$ cat src/logic/clock_ctrl_pkg.sv
// Constants for the clock multiplier and oscillator auto-calibration block.
// Assumes an 8-bit register port with one byte per address.
package clock_ctrl_pkg;

    // ------------------------------------------------------------
    // Register offsets
    // ------------------------------------------------------------
    localparam logic [7:0] OFF_OSC_EN = 8'h00;
    localparam logic [7:0] OFF_READY  = 8'h01;
    localparam logic [7:0] OFF_MULT   = 8'h05;
    localparam logic [7:0] OFF_REFSEL = 8'h06;
    // Loop register windows: index 0 slow (2MHz), index 1 fast (32MHz)
    localparam logic [1:0][7:0] LOOP_BASE = {8'h10, 8'h18};
    localparam logic [2:0] LOFF_EN     = 3'h0;
    localparam logic [2:0] LOFF_FINE   = 3'h2;
    localparam logic [2:0] LOFF_COARSE = 3'h3;
    localparam logic [2:0] LOFF_RLO    = 3'h5;
    localparam logic [2:0] LOFF_RHI    = 3'h6;

    // ------------------------------------------------------------
    // Field positions and codes
    // ------------------------------------------------------------
    localparam int SRC_LSB     = 6;
    localparam int HALVE_BIT   = 5;
    localparam int PLL_EN_BIT  = 4;
    localparam int LOCKED_BIT  = 4;
    localparam int RDY_2M      = 0;
    localparam int RDY_32M     = 1;
    localparam int RDY_EXT     = 3;
    localparam logic [1:0] SRC_2M  = 2'h0;
    localparam logic [1:0] SRC_32M = 2'h2;
    localparam logic [1:0] SRC_EXT = 2'h3;
    localparam logic [1:0] FREF_INT  = 2'h0;
    localparam logic [1:0] FREF_XTAL = 2'h1;

    // ------------------------------------------------------------
    // Reset values and counts
    // ------------------------------------------------------------
    localparam logic [4:0] OSC_EN_RESET = 5'h01;
    localparam logic [1:0][15:0] RATIO_RESET = {16'h7A12, 16'h07A1};
    // 32 reference ticks of 32.768kHz make one 1.024kHz period
    localparam logic [4:0] REF_LAST_TICK = 5'h1F;
    localparam logic [6:0] FINE_MAX  = 7'h7F;
    localparam logic [15:0] CNT_MAX  = 16'hFFFF;

endpackage : clock_ctrl_pkg

$ cat src/logic/clock_ctrl.sv
// Clock multiplier configuration and two frequency-locked calibration loops.
// Assumes oscillator ticks and ready levels are synchronous to ref_clk.
module clock_ctrl (
    input  wire  logic              ref_clk,
    input  wire  logic              rst,
    input  wire  logic [7:0]        reg_addr,
    input  wire  logic [7:0]        reg_wdata,
    input  wire  logic              reg_wr,
    input  wire  logic              reg_rd,
    output logic       [7:0]        reg_rdata,
    input  wire  logic [3:0]        osc_ready,
    input  wire  logic              pll_lock_raw,
    input  wire  logic [1:0]        osc_tick,
    input  wire  logic              int32k_tick,
    input  wire  logic              xtal32k_tick,
    input  wire  logic [1:0][6:0]   factory_fine,
    input  wire  logic [1:0][5:0]   factory_coarse,
    output logic       [4:0]        osc_enable,
    output logic       [1:0]        multiplier_input_select,
    output logic       [4:0]        multiplier_factor,
    output logic                    multiplier_halve_output,
    output logic       [1:0]        pll_out_divisor,
    output logic                    multiplier_locked_flag,
    output logic       [1:0][12:0]  cal_trim,
    output logic       [1:0]        loop_active
);

    // ------------------------------------------------------------
    // Declarations
    // ------------------------------------------------------------
    logic [4:0]  osc_en_q,  osc_en_d;
    logic [7:0]  mult_q,    mult_d;
    logic [2:0]  refsel_q,  refsel_d;
    logic        ready_q,   ready_d;
    logic [1:0]  div_q,     div_d;
    logic [7:0]  rdata_q,   rdata_d;
    logic        src_ok;
    logic        en_q    [2];
    logic        en_d    [2];
    logic [6:0]  fine_q  [2];
    logic [6:0]  fine_d  [2];
    logic [5:0]  coarse_q[2];
    logic [5:0]  coarse_d[2];
    logic [15:0] ratio_q [2];
    logic [15:0] ratio_d [2];
    logic [4:0]  pre_q   [2];
    logic [4:0]  pre_d   [2];
    logic [15:0] cnt_q   [2];
    logic [15:0] cnt_d   [2];
    logic        primed_q[2];
    logic        primed_d[2];
    logic        pend    [2];
    logic        rtick   [2];
    logic [7:0]  loop_rd [2];
    logic        rst_h_q;

    // Address match inside one loop window
    function automatic logic loop_hit(input logic [7:0] a, input logic [7:0] base,
                                      input logic [2:0] off);
        return a == (base + {5'h00, off});
    endfunction

    // ------------------------------------------------------------
    // Multiplier and shared registers
    // ------------------------------------------------------------

    // Next state of shared registers and the read path
    always_comb begin
        osc_en_d = osc_en_q;
        mult_d   = mult_q;
        refsel_d = refsel_q;
        if (reg_wr) begin
            if (reg_addr == clock_ctrl_pkg::OFF_OSC_EN) begin
                osc_en_d = reg_wdata[4:0];
            end else if (reg_addr == clock_ctrl_pkg::OFF_MULT) begin
                mult_d = reg_wdata;
            end else if (reg_addr == clock_ctrl_pkg::OFF_REFSEL) begin
                refsel_d = reg_wdata[2:0];
            end
        end
        div_d = mult_d[clock_ctrl_pkg::HALVE_BIT] ? 2'h2 : 2'h1;
        // Ready of the routed multiplier input
        case (mult_q[clock_ctrl_pkg::SRC_LSB +: 2])
            clock_ctrl_pkg::SRC_2M:  src_ok = osc_ready[clock_ctrl_pkg::RDY_2M];
            clock_ctrl_pkg::SRC_32M: src_ok = osc_ready[clock_ctrl_pkg::RDY_32M];
            clock_ctrl_pkg::SRC_EXT: src_ok = osc_ready[clock_ctrl_pkg::RDY_EXT];
            default:                 src_ok = 1'b0;
        endcase
        ready_d = osc_en_q[clock_ctrl_pkg::PLL_EN_BIT] && src_ok
                  && (mult_q[4:0] != 5'h00) && pll_lock_raw;
        rdata_d = 8'h00;
        if (reg_rd) begin
            if (reg_addr == clock_ctrl_pkg::OFF_OSC_EN) begin
                rdata_d = {3'h0, osc_en_q};
            end else if (reg_addr == clock_ctrl_pkg::OFF_READY) begin
                rdata_d = {3'h0, ready_q, osc_ready};
            end else if (reg_addr == clock_ctrl_pkg::OFF_MULT) begin
                rdata_d = mult_q;
            end else if (reg_addr == clock_ctrl_pkg::OFF_REFSEL) begin
                rdata_d = {5'h00, refsel_q};
            end else begin
                rdata_d = loop_rd[0] | loop_rd[1];
            end
        end
    end

    // Shared register storage
    always_ff @(posedge ref_clk) begin
        if (rst) begin
            osc_en_q <= clock_ctrl_pkg::OSC_EN_RESET;
            mult_q   <= 8'h00;
            refsel_q <= 3'h0;
            ready_q  <= 1'b0;
            div_q    <= 2'h1;
            rdata_q  <= 8'h00;
            rst_h_q  <= 1'b1;
        end else begin
            osc_en_q <= osc_en_d;
            mult_q   <= mult_d;
            refsel_q <= refsel_d;
            ready_q  <= ready_d;
            div_q    <= div_d;
            rdata_q  <= rdata_d;
            rst_h_q  <= 1'b0;
        end
    end

    assign reg_rdata               = rdata_q;
    assign osc_enable              = osc_en_q;
    assign multiplier_input_select = mult_q[clock_ctrl_pkg::SRC_LSB +: 2];
    assign multiplier_halve_output = mult_q[clock_ctrl_pkg::HALVE_BIT];
    assign multiplier_factor       = mult_q[4:0];
    assign pll_out_divisor         = div_q;
    assign multiplier_locked_flag  = ready_q;

    // ------------------------------------------------------------
    // Calibration loops
    // ------------------------------------------------------------
    for (genvar i = 0; i < 2; i++) begin : g_loop
        localparam logic [7:0] B = clock_ctrl_pkg::LOOP_BASE[i];

        // Reference selection, writes, counting and trim stepping
        always_comb begin
            if (i == 1) begin
                case (refsel_q[2:1])
                    clock_ctrl_pkg::FREF_INT:  rtick[i] = int32k_tick;
                    clock_ctrl_pkg::FREF_XTAL: rtick[i] = xtal32k_tick;
                    default:                   rtick[i] = 1'b0;
                endcase
            end else begin
                rtick[i] = refsel_q[0] ? xtal32k_tick : int32k_tick;
            end
            en_d[i]     = en_q[i];
            fine_d[i]   = fine_q[i];
            coarse_d[i] = coarse_q[i];
            ratio_d[i]  = ratio_q[i];
            pre_d[i]    = pre_q[i];
            cnt_d[i]    = cnt_q[i];
            primed_d[i] = primed_q[i];
            pend[i]     = 1'b0;
            if (reg_wr && loop_hit(reg_addr, B, clock_ctrl_pkg::LOFF_EN)) begin
                en_d[i] = reg_wdata[0];
            end
            if (reg_wr && loop_hit(reg_addr, B, clock_ctrl_pkg::LOFF_RLO)) begin
                ratio_d[i][7:0] = reg_wdata;
            end
            if (reg_wr && loop_hit(reg_addr, B, clock_ctrl_pkg::LOFF_RHI)) begin
                ratio_d[i][15:8] = reg_wdata;
            end
            if (!en_q[i]) begin
                // Manual trimming; loop counters held idle
                if (reg_wr && loop_hit(reg_addr, B, clock_ctrl_pkg::LOFF_FINE)) begin
                    fine_d[i] = reg_wdata[6:0];
                end
                if (reg_wr && loop_hit(reg_addr, B, clock_ctrl_pkg::LOFF_COARSE)) begin
                    coarse_d[i] = reg_wdata[5:0];
                end
                pre_d[i]    = 5'h00;
                cnt_d[i]    = 16'h0000;
                primed_d[i] = 1'b0;
            end else begin
                // Trim writes fall through untaken here
                if (osc_tick[i] && cnt_q[i] != clock_ctrl_pkg::CNT_MAX) begin
                    cnt_d[i] = cnt_q[i] + 16'h0001;
                end
                if (rtick[i]) begin
                    if (pre_q[i] == clock_ctrl_pkg::REF_LAST_TICK) begin
                        pend[i]     = 1'b1;
                        pre_d[i]    = 5'h00;
                        cnt_d[i]    = {15'h0000, osc_tick[i]};
                        primed_d[i] = 1'b1;
                        // First period after enable is partial and skipped
                        if (primed_q[i]) begin
                            if (cnt_q[i] < ratio_q[i] && fine_q[i] != clock_ctrl_pkg::FINE_MAX) begin
                                fine_d[i] = fine_q[i] + 7'h01;
                            end else if (cnt_q[i] > ratio_q[i] && fine_q[i] != 7'h00) begin
                                fine_d[i] = fine_q[i] - 7'h01;
                            end
                        end
                    end else begin
                        pre_d[i] = pre_q[i] + 5'h01;
                    end
                end
            end
            // Read path of the loop window
            loop_rd[i] = 8'h00;
            if (loop_hit(reg_addr, B, clock_ctrl_pkg::LOFF_EN)) begin
                loop_rd[i] = {7'h00, en_q[i]};
            end else if (loop_hit(reg_addr, B, clock_ctrl_pkg::LOFF_FINE)) begin
                loop_rd[i] = {1'b0, fine_q[i]};
            end else if (loop_hit(reg_addr, B, clock_ctrl_pkg::LOFF_COARSE)) begin
                loop_rd[i] = {2'h0, coarse_q[i]};
            end else if (loop_hit(reg_addr, B, clock_ctrl_pkg::LOFF_RLO)) begin
                loop_rd[i] = ratio_q[i][7:0];
            end else if (loop_hit(reg_addr, B, clock_ctrl_pkg::LOFF_RHI)) begin
                loop_rd[i] = ratio_q[i][15:8];
            end
        end

        // Loop state storage; trims take factory values at reset
        always_ff @(posedge ref_clk) begin
            if (rst) begin
                en_q[i]     <= 1'b0;
                fine_q[i]   <= factory_fine[i];
                coarse_q[i] <= factory_coarse[i];
                ratio_q[i]  <= clock_ctrl_pkg::RATIO_RESET[i];
                pre_q[i]    <= 5'h00;
                cnt_q[i]    <= 16'h0000;
                primed_q[i] <= 1'b0;
            end else begin
                en_q[i]     <= en_d[i];
                fine_q[i]   <= fine_d[i];
                coarse_q[i] <= coarse_d[i];
                ratio_q[i]  <= ratio_d[i];
                pre_q[i]    <= pre_d[i];
                cnt_q[i]    <= cnt_d[i];
                primed_q[i] <= primed_d[i];
            end
        end

        assign cal_trim[i]    = {coarse_q[i], fine_q[i]};
        assign loop_active[i] = en_q[i];

        // Loop checks
        chk_fine_manual: assert property (@(posedge ref_clk) disable iff (rst)
            reg_wr && loop_hit(reg_addr, B, clock_ctrl_pkg::LOFF_FINE) && !en_q[i]
            |=> fine_q[i] == $past(reg_wdata[6:0]))
            else $error("fine trim write not taken while loop idle");
        chk_fine_frozen: assert property (@(posedge ref_clk) disable iff (rst)
            reg_wr && loop_hit(reg_addr, B, clock_ctrl_pkg::LOFF_FINE) && en_q[i]
            && !pend[i] |=> $stable(fine_q[i]))
            else $error("fine trim changed by write while loop runs");
        chk_coarse_hold: assert property (@(posedge ref_clk) disable iff (rst)
            en_q[i] |=> $stable(coarse_q[i]))
            else $error("coarse trim changed while loop runs");
        chk_factory_load: assert property (@(posedge ref_clk) disable iff (rst)
            rst_h_q |-> fine_q[i] == $past(factory_fine[i])
            && coarse_q[i] == $past(factory_coarse[i]))
            else $error("factory trim not loaded at reset");
        chk_ratio_reset: assert property (@(posedge ref_clk) disable iff (rst)
            rst_h_q && !$past(reg_wr) |-> ratio_q[i] == clock_ctrl_pkg::RATIO_RESET[i])
            else $error("target ratio wrong after reset");
        chk_step_up: assert property (@(posedge ref_clk) disable iff (rst)
            pend[i] && primed_q[i] && cnt_q[i] < ratio_q[i]
            && fine_q[i] != clock_ctrl_pkg::FINE_MAX
            |=> fine_q[i] == $past(fine_q[i]) + 7'h01)
            else $error("fine trim did not step up on slow count");
    end

    // ------------------------------------------------------------
    // Multiplier checks
    // ------------------------------------------------------------
    chk_locked_cause: assert property (@(posedge ref_clk) disable iff (rst)
        multiplier_locked_flag |-> $past(pll_lock_raw)
        && $past(osc_en_q[clock_ctrl_pkg::PLL_EN_BIT]))
        else $error("locked flag without lock and enable");
    chk_factor_zero: assert property (@(posedge ref_clk) disable iff (rst)
        multiplier_factor == 5'h00 |=> !multiplier_locked_flag)
        else $error("locked flag with zero factor");
    chk_reserved_src: assert property (@(posedge ref_clk) disable iff (rst)
        multiplier_input_select == 2'h1 |=> !multiplier_locked_flag)
        else $error("locked flag with reserved input code");
    chk_halve_div: assert property (@(posedge ref_clk) disable iff (rst)
        pll_out_divisor == (multiplier_halve_output ? 2'h2 : 2'h1))
        else $error("output divisor disagrees with halve bit");

endmodule // clock_ctrl

$ cat config.mk
export PLATFORM = sky130hd
export DESIGN_NAME = clock_ctrl
export DESIGN_NICKNAME = d
export VERILOG_FILES = /design/src/logic/clock_ctrl_pkg.sv /design/src/logic/clock_ctrl.sv
export SDC_FILE = /design/constraint.sdc
export NUM_CORES = 1
export LEC_CHECK = 0
export ABC_CLOCK_PERIOD_IN_PS = 3800
export CAP_MARGIN = 20
export CORE_UTILIZATION = 60
export DETAILED_ROUTE_END_ITERATION = 10
export DONT_BUFFER_PORTS = 1
export PLACE_DENSITY_LB_ADDON = 0.15
export SLEW_MARGIN = 25
export SYNTH_ARGS = -nofsm -noshare
export SYNTH_HDL_FRONTEND = slang
export SYNTH_SLANG_ARGS = --single-unit
export TNS_END_PERCENT = 10
$ cat constraint.sdc
create_clock -name ref_clk -period 3.8 [get_ports ref_clk]
set_input_delay 0.76 -clock ref_clk [delete_from_list [all_inputs] [get_ports ref_clk]]
set_output_delay 0.76 -clock ref_clk [all_outputs]
set_load 0.03 [all_outputs]
# ---- After elaboration in Yosys (flattened, before gate mapping)
# Memory sizes are Yosys's and may differ from the RTL's.
# Index checks and enable logic that the tools add are counted.
dict set report totals {
  register_bits 27
  ramBits 104
  out_inout_bits 52
  elab_cells 179
  memories 7
}
# memory depth width rd rd_clocked_by_memory_dff write_ports line
set mem_list {}
lappend mem_list {cnt_q 2 16 2 0 2 clock_ctrl.sv:48} ;# logic [15:0] cnt_q [2];
lappend mem_list {ratio_q 2 16 2 0 2 clock_ctrl.sv:44} ;# logic [15:0] ratio_q [2];
lappend mem_list {fine_q 2 7 2 0 2 clock_ctrl.sv:40} ;# logic [6:0] fine_q [2];
lappend mem_list {coarse_q 2 6 2 0 2 clock_ctrl.sv:42} ;# logic [5:0] coarse_q[2];
lappend mem_list {pre_q 2 5 2 0 2 clock_ctrl.sv:46} ;# logic [4:0] pre_q [2];
lappend mem_list {en_q 2 1 2 0 2 clock_ctrl.sv:38} ;# logic en_q [2];
lappend mem_list {{1 more memories} - - - - - -}
dict set report op_classes {
  add_sub_neg 8
  n_lt_le_gt_ge 4
  eq_ne 22
  mux 82
  n_bitwise 18
  reduce_logical 30
}
# op n
set ops {}
lappend ops {{16-bit 2-to-1 mux} 12}
lappend ops {{8-bit 2-to-1 mux} 16}
lappend ops {{7-bit 2-to-1 mux} 16}
lappend ops {{8-bit by 5-bit equality test with 1-bit output, second input constant} 10}
lappend ops {{6-bit 2-to-1 mux} 9}
lappend ops {{5-bit 2-to-1 mux} 10}
lappend ops {{16-bit by 1-bit adder with 16-bit output, second input constant} 2}
lappend ops {{16-bit greater-than comparator} 2}
lappend ops {{16-bit < comparator} 2}
lappend ops {{16-bit != test, second input constant} 2}
lappend ops {{1-bit logical AND} 19}
lappend ops {{8-bit by 3-bit equality test with 1-bit output, second input constant} 2}
lappend ops {{1-bit 2-to-1 mux} 16}
lappend ops {{7-bit by 1-bit adder with 7-bit output, second input constant} 2}
lappend ops {{7-bit != test, second input constant} 2}
lappend ops {{1-bit OR} 14}
lappend ops {{7-bit nonzero test} 2}
lappend ops {{7-bit by 1-bit subtractor with 7-bit output, second input constant} 2}
lappend ops {{5-bit by 1-bit adder with 5-bit output, second input constant} 2}
lappend ops {{5-bit equality test, second input constant} 2}
lappend ops {{8-bit by 1-bit equality test with 1-bit output, second input constant} 1}
lappend ops {{8-bit zero test} 1}
lappend ops {{8-bit OR} 1}
lappend ops {{5-bit nonzero test} 1}
lappend ops {{other kinds (12)} 16}

# ---- Logic depth before layout (Yosys ltp)
# Gate-level depths: netlist (run 1).
dict set report depth {
  word_depth 11
  depth_mapped 15
  ltp_nobuf 15
}

# ---- Worst setup path before layout (run 1)
# No wires, ideal clock.
dict set report synth_timing {
  path_kind {register to register}
  from {mem ratio_q[1][7]}
  to {mem fine_q[1][6] (data pin)}
  setup_time_ns 0.262
  arrival_time_ns 2.908
  t_required_ns 3.538
  path_slack_ns 0.630
  stages_incl_launch_ff 14
  path_buffers 0
  path_cell_list {dfxtp_1 > inv_1 > ha_1 > a41oi_1 > o21ai_0 > a221oi_1 > nand4_1 > fa_1 > a211oi_1 > o21bai_1 > a21oi_1 > xor2_1 > or3_1 > nand3_1}
}
# element line
set synth_lines {}
lappend synth_lines {{from (decl)} clock_ctrl.sv:44}
lappend synth_lines {{to (decl)} clock_ctrl.sv:40}

==> results.md, run 1 <==
- Register area: 2860 um^2
- Pin count of the biggest net entering global routing: 83
- Final hold slack: 0.417 ns
- Top cell type's share of synthesized area: 0.272
- Nets: between 900 and 1000
- HPWL Detailed: between 15 and 20 mm
- Number of antenna violations at the first check in global routing: 1
- ANT cells: 0
- Worst setup margin: 0.206 ns
- Worst-Skew Late Latency: ~0.43 ns
- Max clock buf depth: 2
- Mean Syn Cell Area: 8.58 um^2
- Flops & latches, synth: 130
- Commonest non-fill, non-tap cell in the layout: nand2_1
- CTS Root Buffer Type: clkbuf_16
- Compound-Gate Fraction of Synth Area: 0.160
- Area Overhead vs Synth: 8.62%
- Maximum clock rate: 0.278 GHz
- WHS Path Cells: 1
- Synth Area in Simple Gates: 0.236
- DR vias/cell: 6.50
- Final Max Tran Viols: 0
- Final worst-path cycle share: 0.946
- Yosys warnings: 0
- Post-route setup TNS: 0 ns
- Power, Total: roughly 3.3 mW
- Post-synthesis net count: 996
- DR pass1 iterations: 8
- Crit path max fanout: 6
- First-pass GRT wire length: 34.9 mm
- Drt first-iter violations: 840
- CTS clock-pin slew for the worst setup and hold paths: approximately 0.060 ns
- Pre-CTS WS: 0.311 ns
- Post-layout min period: 3.59 ns
- Maximum VDD drop: 0.427 mV
- CTS Hold Bufs: 0
- Total track usage: 0.353
- Most frequent cells in the layout: nand2_1, dfxtp_1, nor2_1
- EDFF count, synth: 26
- Synth cell types: 72
- Sequential area share after synthesis: 0.374
- Hold Path Sink: ratio_q[1][0]
- Mux share of post-synthesis cell area: 0.0556
- WS Path Type: flip-flop to flip-flop
- RSZ-0062 raised after global routing: no
- Clock sink count: 130
- Slew @ Worst Pin: between 0.9 and 1 ns
- Worst R2R End: fine_q[0][6]
- Die width: 115 um
- Die Span Y: 115 um
- Rows: 40
- Leakage: about 3.2 nW
- CTS tree: built
- Final Routed Wirelength: around 22 mm
- Synthesized area: 7650 um^2
- Buffers on Ports: 0
- Clock Skew: 0.00552 ns
- Critical Path RT: around 4 ns
- Critical Path Source: ratio_q[0][14]
- Synth top area cells: dfxtp_1, edfxtp_1, ha_1
- Reg-to-reg critical path startpoint: ratio_q[0][14]
- Adder-cell share of the synthesized area: 0.0838
- Htree depth: 4
- Worst Path Arrival: 3.77 ns
- Per-cell routed wire length: 21.3 um
- Worst Reg-to-Reg Cells: 15
- Max-cap viol count: 0
- CP endpoint kind: flip-flop
- Prevailing post-synth register cell: dfxtp_1
- Fill count: 1017
- Power per cell area: 396 nW/um^2
- Largest family of logic cells by synthesized area: simple AND/OR/NAND/NOR gates
- Global route total overflow: 0
- Initial Utilization: 0.626
- Vias in the first global route: 6599
- Synth Area in XOR/XNOR: 0.0447
- RD Place Congestion: approximately 0.99
- CORE AREA: approximately 12000 um^2
- Routed Antenna Nets: 0
- Critical Path Source Type: flip-flop
- Finished Layout Cells: roughly 1100
- Worst Hold Launch: rst
- Num CTS Buffers: 17
- Cells after Synth: 891
- Worst reg2reg setup slack: 0.21 ns
- Area of the multi-input gates: about 4400 um^2
- Post-synth top area cell: dfxtp_1
- Hold Crit Class: input pin to flip-flop
- Rel. slew slack: 0.388
- Placed instance count: 1022
- Die area: ~13000 um^2
- Vias: 6851
- Ys async rst share: 0
- Num ports: approximately 110
- Layout cell share with drive strength beyond 1: 0.0688
- # DRC: 0
- Setup Fix Bufs, Post-CTS: 0
- Status: finished clean
- Final setup fails: 0
- Final Hold Viols: 0
[per-stage QoR]
step / utilization / cell area (um^2)
5_1_grt: 0.680 / 8310
4_1_cts: 0.680 / 8300
3_5_place_dp: 0.631 / 7710
6_report: 0.680 / 8310
3_3_place_gp: 0.631 / 7710
2_1_floorplan: - / 7650
[Yosys cell counts (3+ instances only)]
library cell and count:
a211oi_1 8, a21o_1 11, a21oi_1 61, a22o_1 3, a22oi_1 6, a311oi_1 3, a31oi_1 5, a32o_1 3
a32oi_1 6, and2_1 3, and3_1 9, and4_1 10, buf_1 4, buf_2 6, buf_4 5, clkbuf_1 28
dfxtp_1 104, edfxtp_1 26, ha_1 48, inv_1 39, mux2i_1 38, nand2_1 118, nand2b_1 6, nand3_1 48
nand3b_1 3, nand4_1 16, nor2_1 84, nor2b_1 10, nor3_1 10, nor3_4 5, nor4b_1 3, o211ai_1 13
o21ai_0 46, o21bai_1 5, o32ai_1 3, or3_1 6, or4_1 5, xnor2_1 14, xor2_1 25
[routing by layer]
| layer | GRT usage | wire [um] |
|---|---|---|
| met4 | 0.151 | 807 |
| met3 | 0.0928 | 1880 |
| met2 | 0.580 | 10600 |
| met1 | 0.440 | 9140 |
| met5 | 0 | 0 |
[cells by family after synthesis]
family                   Yosys count
AND/OR/NAND/NOR                  354
AO/OA/AOI/OAI                    193
flip-flops                       130
buffers and inverters             84
adder cells (fa/ha/maj)           50
multiplexers                      41
XOR/XNOR                          39
[registers in the layout (all words and copies together) (netlist names), 3 cells and up]
| register | count |
|---|---|
| mult_q | 8 |
| refsel_q | 3 |
| osc_enable | 5 |
| pre_q | 10 |
| fine_q | 14 |
| ratio_q | 32 |
| cnt_q | 32 |
| coarse_q | 12 |
| reg_rdata | 8 |
[worst max-delay path, cell delays in order (launching register included)]
cell      delay (ns)
dfxtp_1         0.35
inv_1           0.05
ha_1            0.30
nand3_1         0.10
or3_1           0.44
a311oi_1        0.30
nor3_1          0.15
and2_1          0.19
inv_1           0.19
ha_1            0.34
a211oi_2        0.28
o21bai_1        0.11
a21oi_1         0.17
xnor2_1         0.17
a211o_1         0.14
nand3_1         0.07
[area by class of cell]
cell class / count / share of cell area
clock buffer: 21 / 0.0592
clock inverter: 11 / 0.0119
inverter: 40 / 0.0181
multi-input combinational: 677 / 0.534
sequential: 130 / 0.345
tap: 168 / 0.0253
timing repair buffer: 7 / 0.00633
[report_power, final]
group | switching (mW) | internal, mW
Sequential | 0.0757 | 1.44
Combinational | 0.0903 | 0.0635
Clock | 0.630 | 0.990
Total | 0.795 | 2.49
[timing repair]
item	4_1_cts	5_1_grt
gates resized for setup	0	1
setup endpoints to repair	0	1
hold endpoints to repair	0	0
[worst max path at each step]
stage / depth (start not counted) / endpoint / slack (ns)
after global placement: 15 / fine_q[0][6] / 0.49
after detailed placement: 14 / fine_q[1][6] / 0.31
after CTS: 14 / fine_q[1][6] / 0.27
final: 15 / fine_q[0][6] / 0.21
after floorplan: 13 / fine_q[1][6] / 0.63
after global routing: 15 / fine_q[0][6] / 0.07
Power figures use the tool's default switching activity.
==> run 2: changes to the inputs <==
--- a/config.mk
+++ b/config.mk
@@ -5,7 +5,7 @@
 export SDC_FILE = /design/constraint.sdc
 export NUM_CORES = 1
 export LEC_CHECK = 0
-export ABC_CLOCK_PERIOD_IN_PS = 3800
+export ABC_CLOCK_PERIOD_IN_PS = 3600
 export CAP_MARGIN = 20
 export CORE_UTILIZATION = 60
 export DETAILED_ROUTE_END_ITERATION = 10
==> constraint.sdc (replaced) <==
create_clock -name ref_clk -period 3.6 [get_ports ref_clk]
set_input_delay 0.72 -clock ref_clk [delete_from_list [all_inputs] [get_ports ref_clk]]
set_output_delay 0.72 -clock ref_clk [all_outputs]
set_load 0.03 [all_outputs]
==> results.md, run 2 (synthesized netlist as in run 1, its figures left out) <==
- Reg-to-reg critical path startpoint: ratio_q[1][11] (was ratio_q[0][14])
- Total track usage: 0.356 (was 0.353)
- DR vias/cell: 6.50 (about the same)
- # DRC: 0 (unchanged)
- Layout cell share with drive strength beyond 1: 0.0887 (was 0.0688)
- CP endpoint kind: flip-flop (unchanged)
- Worst Reg-to-Reg Cells: 14 (was 15)
- Slew @ Worst Pin: 0.964 ns (was 0.915 ns)
- DP Area: 7730 um^2 (was 7710 um^2)
- Vias: 6882 (was 6851)
- Die area: 13200 um^2 (unchanged)
- Nets: 983 (was 978)
- Sw Ratio: 0.234 (was 0.242)
- Post-layout min period: 3.47 ns (was 3.59 ns)
- Post-route core utilization: 0.693 (was 0.680)
- Num CTS Buffers: 17 (unchanged)
- Top Registers: cnt_q x32, ratio_q x32, fine_q x14 (unchanged)
- Final Hold Viols: 0 (unchanged)
- CP top delay family: simple AND/OR/NAND/NOR gates (was compound AO/OA/AOI/OAI gates)
- WHS Path Cells: 1 (unchanged)
- Commonest non-fill, non-tap cell in the layout: nand2_1 (unchanged)
- Final worst-path cycle share: 0.964 (was 0.946)
- Final Routed Wirelength: 23.0 mm (was 22.5 mm)
- CTS Hold Bufs: 0 (unchanged)
- WS Path Type: flip-flop to flip-flop (unchanged)
- ANT cells: 0 (unchanged)
- Maximum VDD drop: 0.454 mV (was 0.427 mV)
- CTS tree: built (unchanged)
- Routed Antenna Nets: 0 (unchanged)
- P_int: 2.78 mW (was 2.49 mW)
- Clock sink count: 130 (unchanged)
- Final Cell Area: 8460 um^2 (was 8310 um^2)
- Slowest stage cell, crit path: or4_1 (was or3_1)
- CORE AREA: 12200 um^2 (unchanged)
- Sw Pwr: 0.848 mW (was 0.795 mW)
- CTS clock-pin slew for the worst setup and hold paths: 0.06 ns (about the same)
- DR pass1 iterations: 6 (was 8)
- Htree depth: 4 (unchanged)
- Combinational power share: 0.052 (was 0.047)
- Final Max Tran Viols: 0 (unchanged)
- First-pass GRT wire length: 35.1 mm (was 34.9 mm)
- Critical Path Source Type: flip-flop (unchanged)
- Crit path max fanout: 4 (was 6)
- Max-cap viol count: 0 (unchanged)
- Die Span Y: 115 um (unchanged)
- Number of antenna violations at the first check in global routing: 0 (was 1)
- RSZ-0062 raised after global routing: yes (was no)
- CTS Root Buffer Type: clkbuf_16 (unchanged)
- Vias in the first global route: 6673 (was 6599)
- Drt first-iter violations: 733 (was 840)
- Rel. slew slack: 0.356 (was 0.388)
- Worst Path Arrival: 3.65 ns (was 3.77 ns)
- Worst-Skew Late Latency: 0.43 ns (about the same)
- Worst reg2reg setup slack: 0.13 ns (was 0.21 ns)
- Hold Path Sink: ratio_q[1][2] (was ratio_q[1][0])
- Global route total overflow: 0 (unchanged)
- Cell mode on critical path: nand3_1
- Worst Hold Launch: rst (unchanged)
- RD Place Congestion: 0.945 (was 0.988)
- Maximum clock rate: 0.288 GHz (was 0.278 GHz)
- Area Overhead vs Synth: 10.6% (was 8.62%)
- Die width: 115 um (unchanged)
- Clock Skew: 0.00612 ns (was 0.00552 ns)
- Seq pwr share: 0.438 (was 0.460)
- Max clock buf depth: 2 (unchanged)
- Num ports: 107 (unchanged)
- Most frequent cells in the layout: nand2_1, dfxtp_1, nor2_1 (unchanged)
- Rows: 40 (unchanged)
- Clock power share: 0.510 (was 0.493)
- Initial Utilization: 0.626 (unchanged)
- Final setup fails: 0 (unchanged)
- Power per cell area: 429 nW/um^2 (was 396 nW/um^2)
- Buffers on Ports: 0 (unchanged)
- Status: finished clean (unchanged)
- Worst path bufs/invs: 2 (unchanged)
- Critical Path RT: 3.78 ns (was 3.98 ns)
- Leakage: 3.21 nW (was 3.15 nW)
- Max incr delay on CP: 0.58 ns (was 0.44 ns)
- HPWL Detailed: 16.3 mm (about the same)
- Worst R2R End: fine_q[1][6] (was fine_q[0][6])
- Per-cell routed wire length: 21.7 um (was 21.3 um)
- Hold Crit Class: input pin to flip-flop (unchanged)
- Crit path cell chain: inv_1, ha_1, nand3_1, or4_1, a21o_1, nand4_1, buf_4, ha_2, a211oi_2, o21bai_1, a21oi_2, xor2_1, or3_1, nand3_1 (was inv_1, ha_1, nand3_1, or3_1, a311oi_1, nor3_1, and2_1, inv_1, ha_1, a211oi_2, o21bai_1, a21oi_1, xnor2_1, a211o_1, nand3_1)
- Pin count of the biggest net entering global routing: 83 (unchanged)
## run 2: through the flow
step	setup WS (ns)	std cells	hold slack (ns)	total power [mW]	TNS [ns]
2_1_floorplan	0.430	891	0.436	1.77	0
4_1_cts	0.0409	1057	0.358	3.62	0
6_report	0.130	1059	0.367	3.63	0
3_5_place_dp	0.0607	1025	0.457	1.79	0
3_3_place_gp	0.294	1025	0.445	1.79	0
5_1_grt	-0.0353	1059	0.361	3.71	-0.0404
## run 2: per-layer routing
metal,track usage,share of wire
met5,0,0
met2,0.592,0.48
met4,0.161,0.036
met1,0.425,0.39
met3,0.109,0.097
## run 2: how the worst max path moves through the flow
| stage | end | slack, ns | cells past startpoint | from |
|---|---|---|---|---|
| 2_1_floorplan | fine_q[1][6] | 0.43 | 13 | ratio_q[1][7] |
| 4_1_cts | fine_q[0][6] | 0.04 | 15 | ratio_q[0][15] |
| 6_report | fine_q[1][6] | 0.13 | 14 | ratio_q[1][11] |
| 3_3_place_gp | fine_q[0][6] | 0.29 | 15 | ratio_q[0][15] |
| 5_1_grt | fine_q[1][5] | -0.04 | 13 | ratio_q[1][15] |
| 3_5_place_dp | fine_q[0][6] | 0.06 | 15 | ratio_q[0][15] |
## run 2: layout make-up
type                    instances  area (um^2)
inverters                      40          150
repair buffers                 12         90.1
multi-input cells             677         4510
well taps                     168          210
clock inverters                12          149
clock buffers                  20          489
fillers                       965         3750
flip-flops and latches        130         2860
## run 2: repair_timing
item,4_1_cts,5_1_grt
pin swaps,0,7
setup buffers,0,2
setup endpoints to repair,3,4
resized for setup,2,14
cloned,0,0
## run 2: power by group through the flow
| stage | Clock (mW) | Sequential [mW] | Combinational, mW |
|---|---|---|---|
| final | 1.85 | 1.59 | 0.188 |
| after global routing | 1.91 | 1.59 | 0.206 |
| after CTS | 1.85 | 1.59 | 0.179 |
| after detailed placement | 0 | 1.62 | 0.176 |
| after global placement | 0 | 1.62 | 0.169 |
| after floorplan | 0 | 1.61 | 0.157 |
==> run 3: changes to the inputs <==
--- a/config.mk
+++ b/config.mk
@@ -10,7 +10,7 @@
 export CORE_UTILIZATION = 60
 export DETAILED_ROUTE_END_ITERATION = 10
 export DONT_BUFFER_PORTS = 1
-export PLACE_DENSITY_LB_ADDON = 0.15
+export PLACE_DENSITY = 0.76
 export SLEW_MARGIN = 25
 export SYNTH_ARGS = -nofsm -noshare
 export SYNTH_HDL_FRONTEND = slang
==> constraint.sdc (replaced) <==
create_clock -name ref_clk -period 3.6 [get_ports ref_clk]
set_input_delay 0.72 -clock ref_clk [delete_from_list [all_inputs] [get_ports ref_clk]]
set_output_delay 0.72 -clock ref_clk [all_outputs]
set_load 0.1 [all_outputs]
==> results.md, run 3 (synthesized netlist as in run 1, its figures left out) <==
- CP endpoint kind: flip-flop (unchanged)
- Layout cell share with drive strength beyond 1: 0.0951 (was 0.0887)
- Maximum clock rate: 0.294 GHz (was 0.288 GHz)
- Rows: 40 (unchanged)
- Clock sink count: 130 (unchanged)
- Max-cap viol count: 0 (unchanged)
- RD Place Congestion: 0.909 (was 0.945)
- CTS Root Buffer Type: clkbuf_16 (unchanged)
- P_int: 2.64 mW (was 2.78 mW)
- Number of antenna violations at the first check in global routing: 0 (unchanged)
- Rel. slew slack: 0.254 (was 0.356)
- Combinational power share: 0.090 (was 0.052)
- CORE AREA: 12200 um^2 (unchanged)
- Seq pwr share: 0.449 (was 0.438)
- Final Hold Viols: 0 (unchanged)
- Num CTS Buffers: 17 (unchanged)
- CTS tree: built (unchanged)
- Pin count of the biggest net entering global routing: 83 (unchanged)
- Status: finished clean (unchanged)
- Critical Path Source Type: flip-flop (unchanged)
- Worst Path Arrival: 3.58 ns (was 3.65 ns)
- Slew @ Worst Pin: 1.12 ns (was 0.964 ns)
- Register area: 2870 um^2 (was 2860 um^2)
- Post-layout min period: 3.41 ns (was 3.47 ns)
- Final worst-path cycle share: 0.946 (was 0.964)
- DR pass1 iterations: 6 (unchanged)
- Global route total overflow: 0 (unchanged)
- Worst Reg-to-Reg Cells: 15 (was 14)
- Critical Path Source: ratio_q[0][15] (was ratio_q[1][11])
- DR vias/cell: 6.44 (was 6.50)
- CTS clock-pin slew for the worst setup and hold paths: 0.06 ns (about the same)
- Top Registers: cnt_q x32, ratio_q x32, fine_q x14 (unchanged)
- Crit path max fanout: 6 (was 4)
- Layer with the highest usage: met2 (unchanged)
- Routed Antenna Nets: 0 (unchanged)
- Final hold slack: 0.370 ns (was 0.367 ns)
- Final Routed Wirelength: 22.6 mm (was 23.0 mm)
- Post-route setup TNS: 0 ns (unchanged)
- Critical Path RT: 3.77 ns (was 3.78 ns)
- Drt first-iter violations: 684 (was 733)
- Sw Ratio: 0.257 (was 0.234)
- Final Max Tran Viols: 0 (unchanged)
- Maximum VDD drop: 0.393 mV (was 0.454 mV)
- Buffers on Ports: 0 (unchanged)
- Leakage: 3.25 nW (was 3.21 nW)
- Most frequent cells in the layout: nand2_1, dfxtp_1, nor2_1 (unchanged)
- Commonest non-fill, non-tap cell in the layout: nand2_1 (unchanged)
- Clock power share: 0.461 (was 0.510)
- CP endpoint: fine_q[0][6] (was fine_q[1][6])
- HPWL Detailed: 16.3 mm (about the same)
- Per-cell routed wire length: 21.1 um (was 21.7 um)
- ANT cells: 0 (unchanged)
- Htree depth: 4 (unchanged)
- Worst reg2reg setup slack: 0.19 ns (was 0.13 ns)
- Sw Pwr: 0.911 mW (was 0.848 mW)
- Area of the multi-input gates: 4490 um^2 (was 4510 um^2)
- Vias: 6903 (was 6882)
- Met3 global-route usage: 0.0965 (was 0.109)
- Nets: 998 (was 983)
- Worst-Skew Late Latency: 0.43 ns (about the same)
- Initial Utilization: 0.626 (unchanged)
- Final setup fails: 0 (unchanged)
- Area Overhead vs Synth: 10.8% (was 10.6%)
- Fill count: 1018 (was 965)
- WS Path Type: flip-flop to flip-flop (unchanged)
- # DRC: 0 (unchanged)
- Global Route met2 Usage: 0.579 (was 0.592)
- Power per cell area: 419 nW/um^2 (was 429 nW/um^2)
- First-pass GRT wire length: 34.8 mm (was 35.1 mm)
- Hold Crit Class: input pin to flip-flop (unchanged)
- Reg-to-reg critical path startpoint: ratio_q[0][15] (was ratio_q[1][11])
- RSZ-0062 raised after global routing: no (was yes)
- Total track usage: 0.348 (was 0.356)
- Met1 usage: 0.432 (was 0.425)
- Worst R2R End: fine_q[0][6] (was fine_q[1][6])
- Clock Skew: 0.00703 ns (was 0.00612 ns)
- Die width: 115 um (unchanged)
- Vias in the first global route: 6729 (was 6673)
- Die Span Y: 115 um (unchanged)
- Die area: 13200 um^2 (unchanged)
- Num ports: 107 (unchanged)
- Max clock buf depth: 2 (unchanged)
run 3: cell count changes in the layout (fill, tap and decap cells not counted), moves of 3 or more:
| cell | delta |
|---|---|
| buf_4 | +15 |
| clkbuf_1 | +5 |
| dfxtp_1 | -3 |
| dfxtp_2 | +3 |
run 3: cell type report:
type / instances / share of cell area
Clock buffer: 26 / 0.0603
Clock inverter: 4 / 0.00546
Inverter: 40 / 0.0177
Multi-Input combinational cell: 677 / 0.529
Sequential cell: 130 / 0.338
Tap cell: 168 / 0.0248
Timing Repair Buffer: 27 / 0.0239
run 3: worst min path at each step:
stage                      startpoint           to  slack, ns  cells after the start
after floorplan           pre_q[0][4]  pre_q[0][4]       0.44                      2
after global placement    pre_q[0][4]  pre_q[0][4]       0.44                      2
after detailed placement  pre_q[0][4]  pre_q[0][4]       0.45                      2
after CTS                         rst    mult_q[6]       0.36                      1
after global routing              rst      en_q[1]       0.36                      1
final                             rst      en_q[1]       0.37                      1
run 3: worst max-delay path, stage by stage (launching register included):
cell and delay [ns]:
dfxtp_1 0.35, inv_1 0.06, ha_1 0.30, nand3_1 0.14
or3_4 0.43, a311oi_2 0.21, nor3_2 0.09, and2_1 0.19
inv_2 0.13, ha_2 0.34, a211oi_4 0.23, o21bai_1 0.13
a21oi_2 0.19, xnor2_2 0.15, a211o_1 0.13, nand3_1 0.06
run 3: power groups by stage:
| stage | clock, mW | combinational [mW] | sequential [mW] |
|---|---|---|---|
| 6_report | 1.64 | 0.318 | 1.60 |
| 3_5_place_dp | 0 | 0.308 | 1.63 |
| 3_3_place_gp | 0 | 0.302 | 1.62 |
| 5_1_grt | 1.70 | 0.335 | 1.60 |
| 4_1_cts | 1.64 | 0.311 | 1.60 |
| 2_1_floorplan | 0 | 0.158 | 1.74 |
run 3: stage by stage:
step           cell area [um^2]  worst slack (ns)  std cells  utilization  power, mW
5_1_grt                    8470            0.0103       1072        0.694       3.64
6_report                   8470             0.194       1072        0.694       3.55
2_1_floorplan              7650             0.393        891            -       1.90
3_5_place_dp               7860            0.0680       1041        0.643       1.93
4_1_cts                    8420            0.0573       1071        0.689       3.55
3_3_place_gp               7850             0.289       1041        0.643       1.93
run 3: per-layer routing:
metal  wire length (um)  up-vias
li1                   -     3208
met1               8850     3292
met2              11000      358
met3               2270       45
met4                504        0
met5                  0        -
run 3: repair_timing:
item,4_1_cts,5_1_grt
setup endpoints to repair,1,2
setup buffers,0,1
hold endpoints to repair,0,0
pin swaps,0,2
hold buffers,0,0
gates resized for setup,1,10
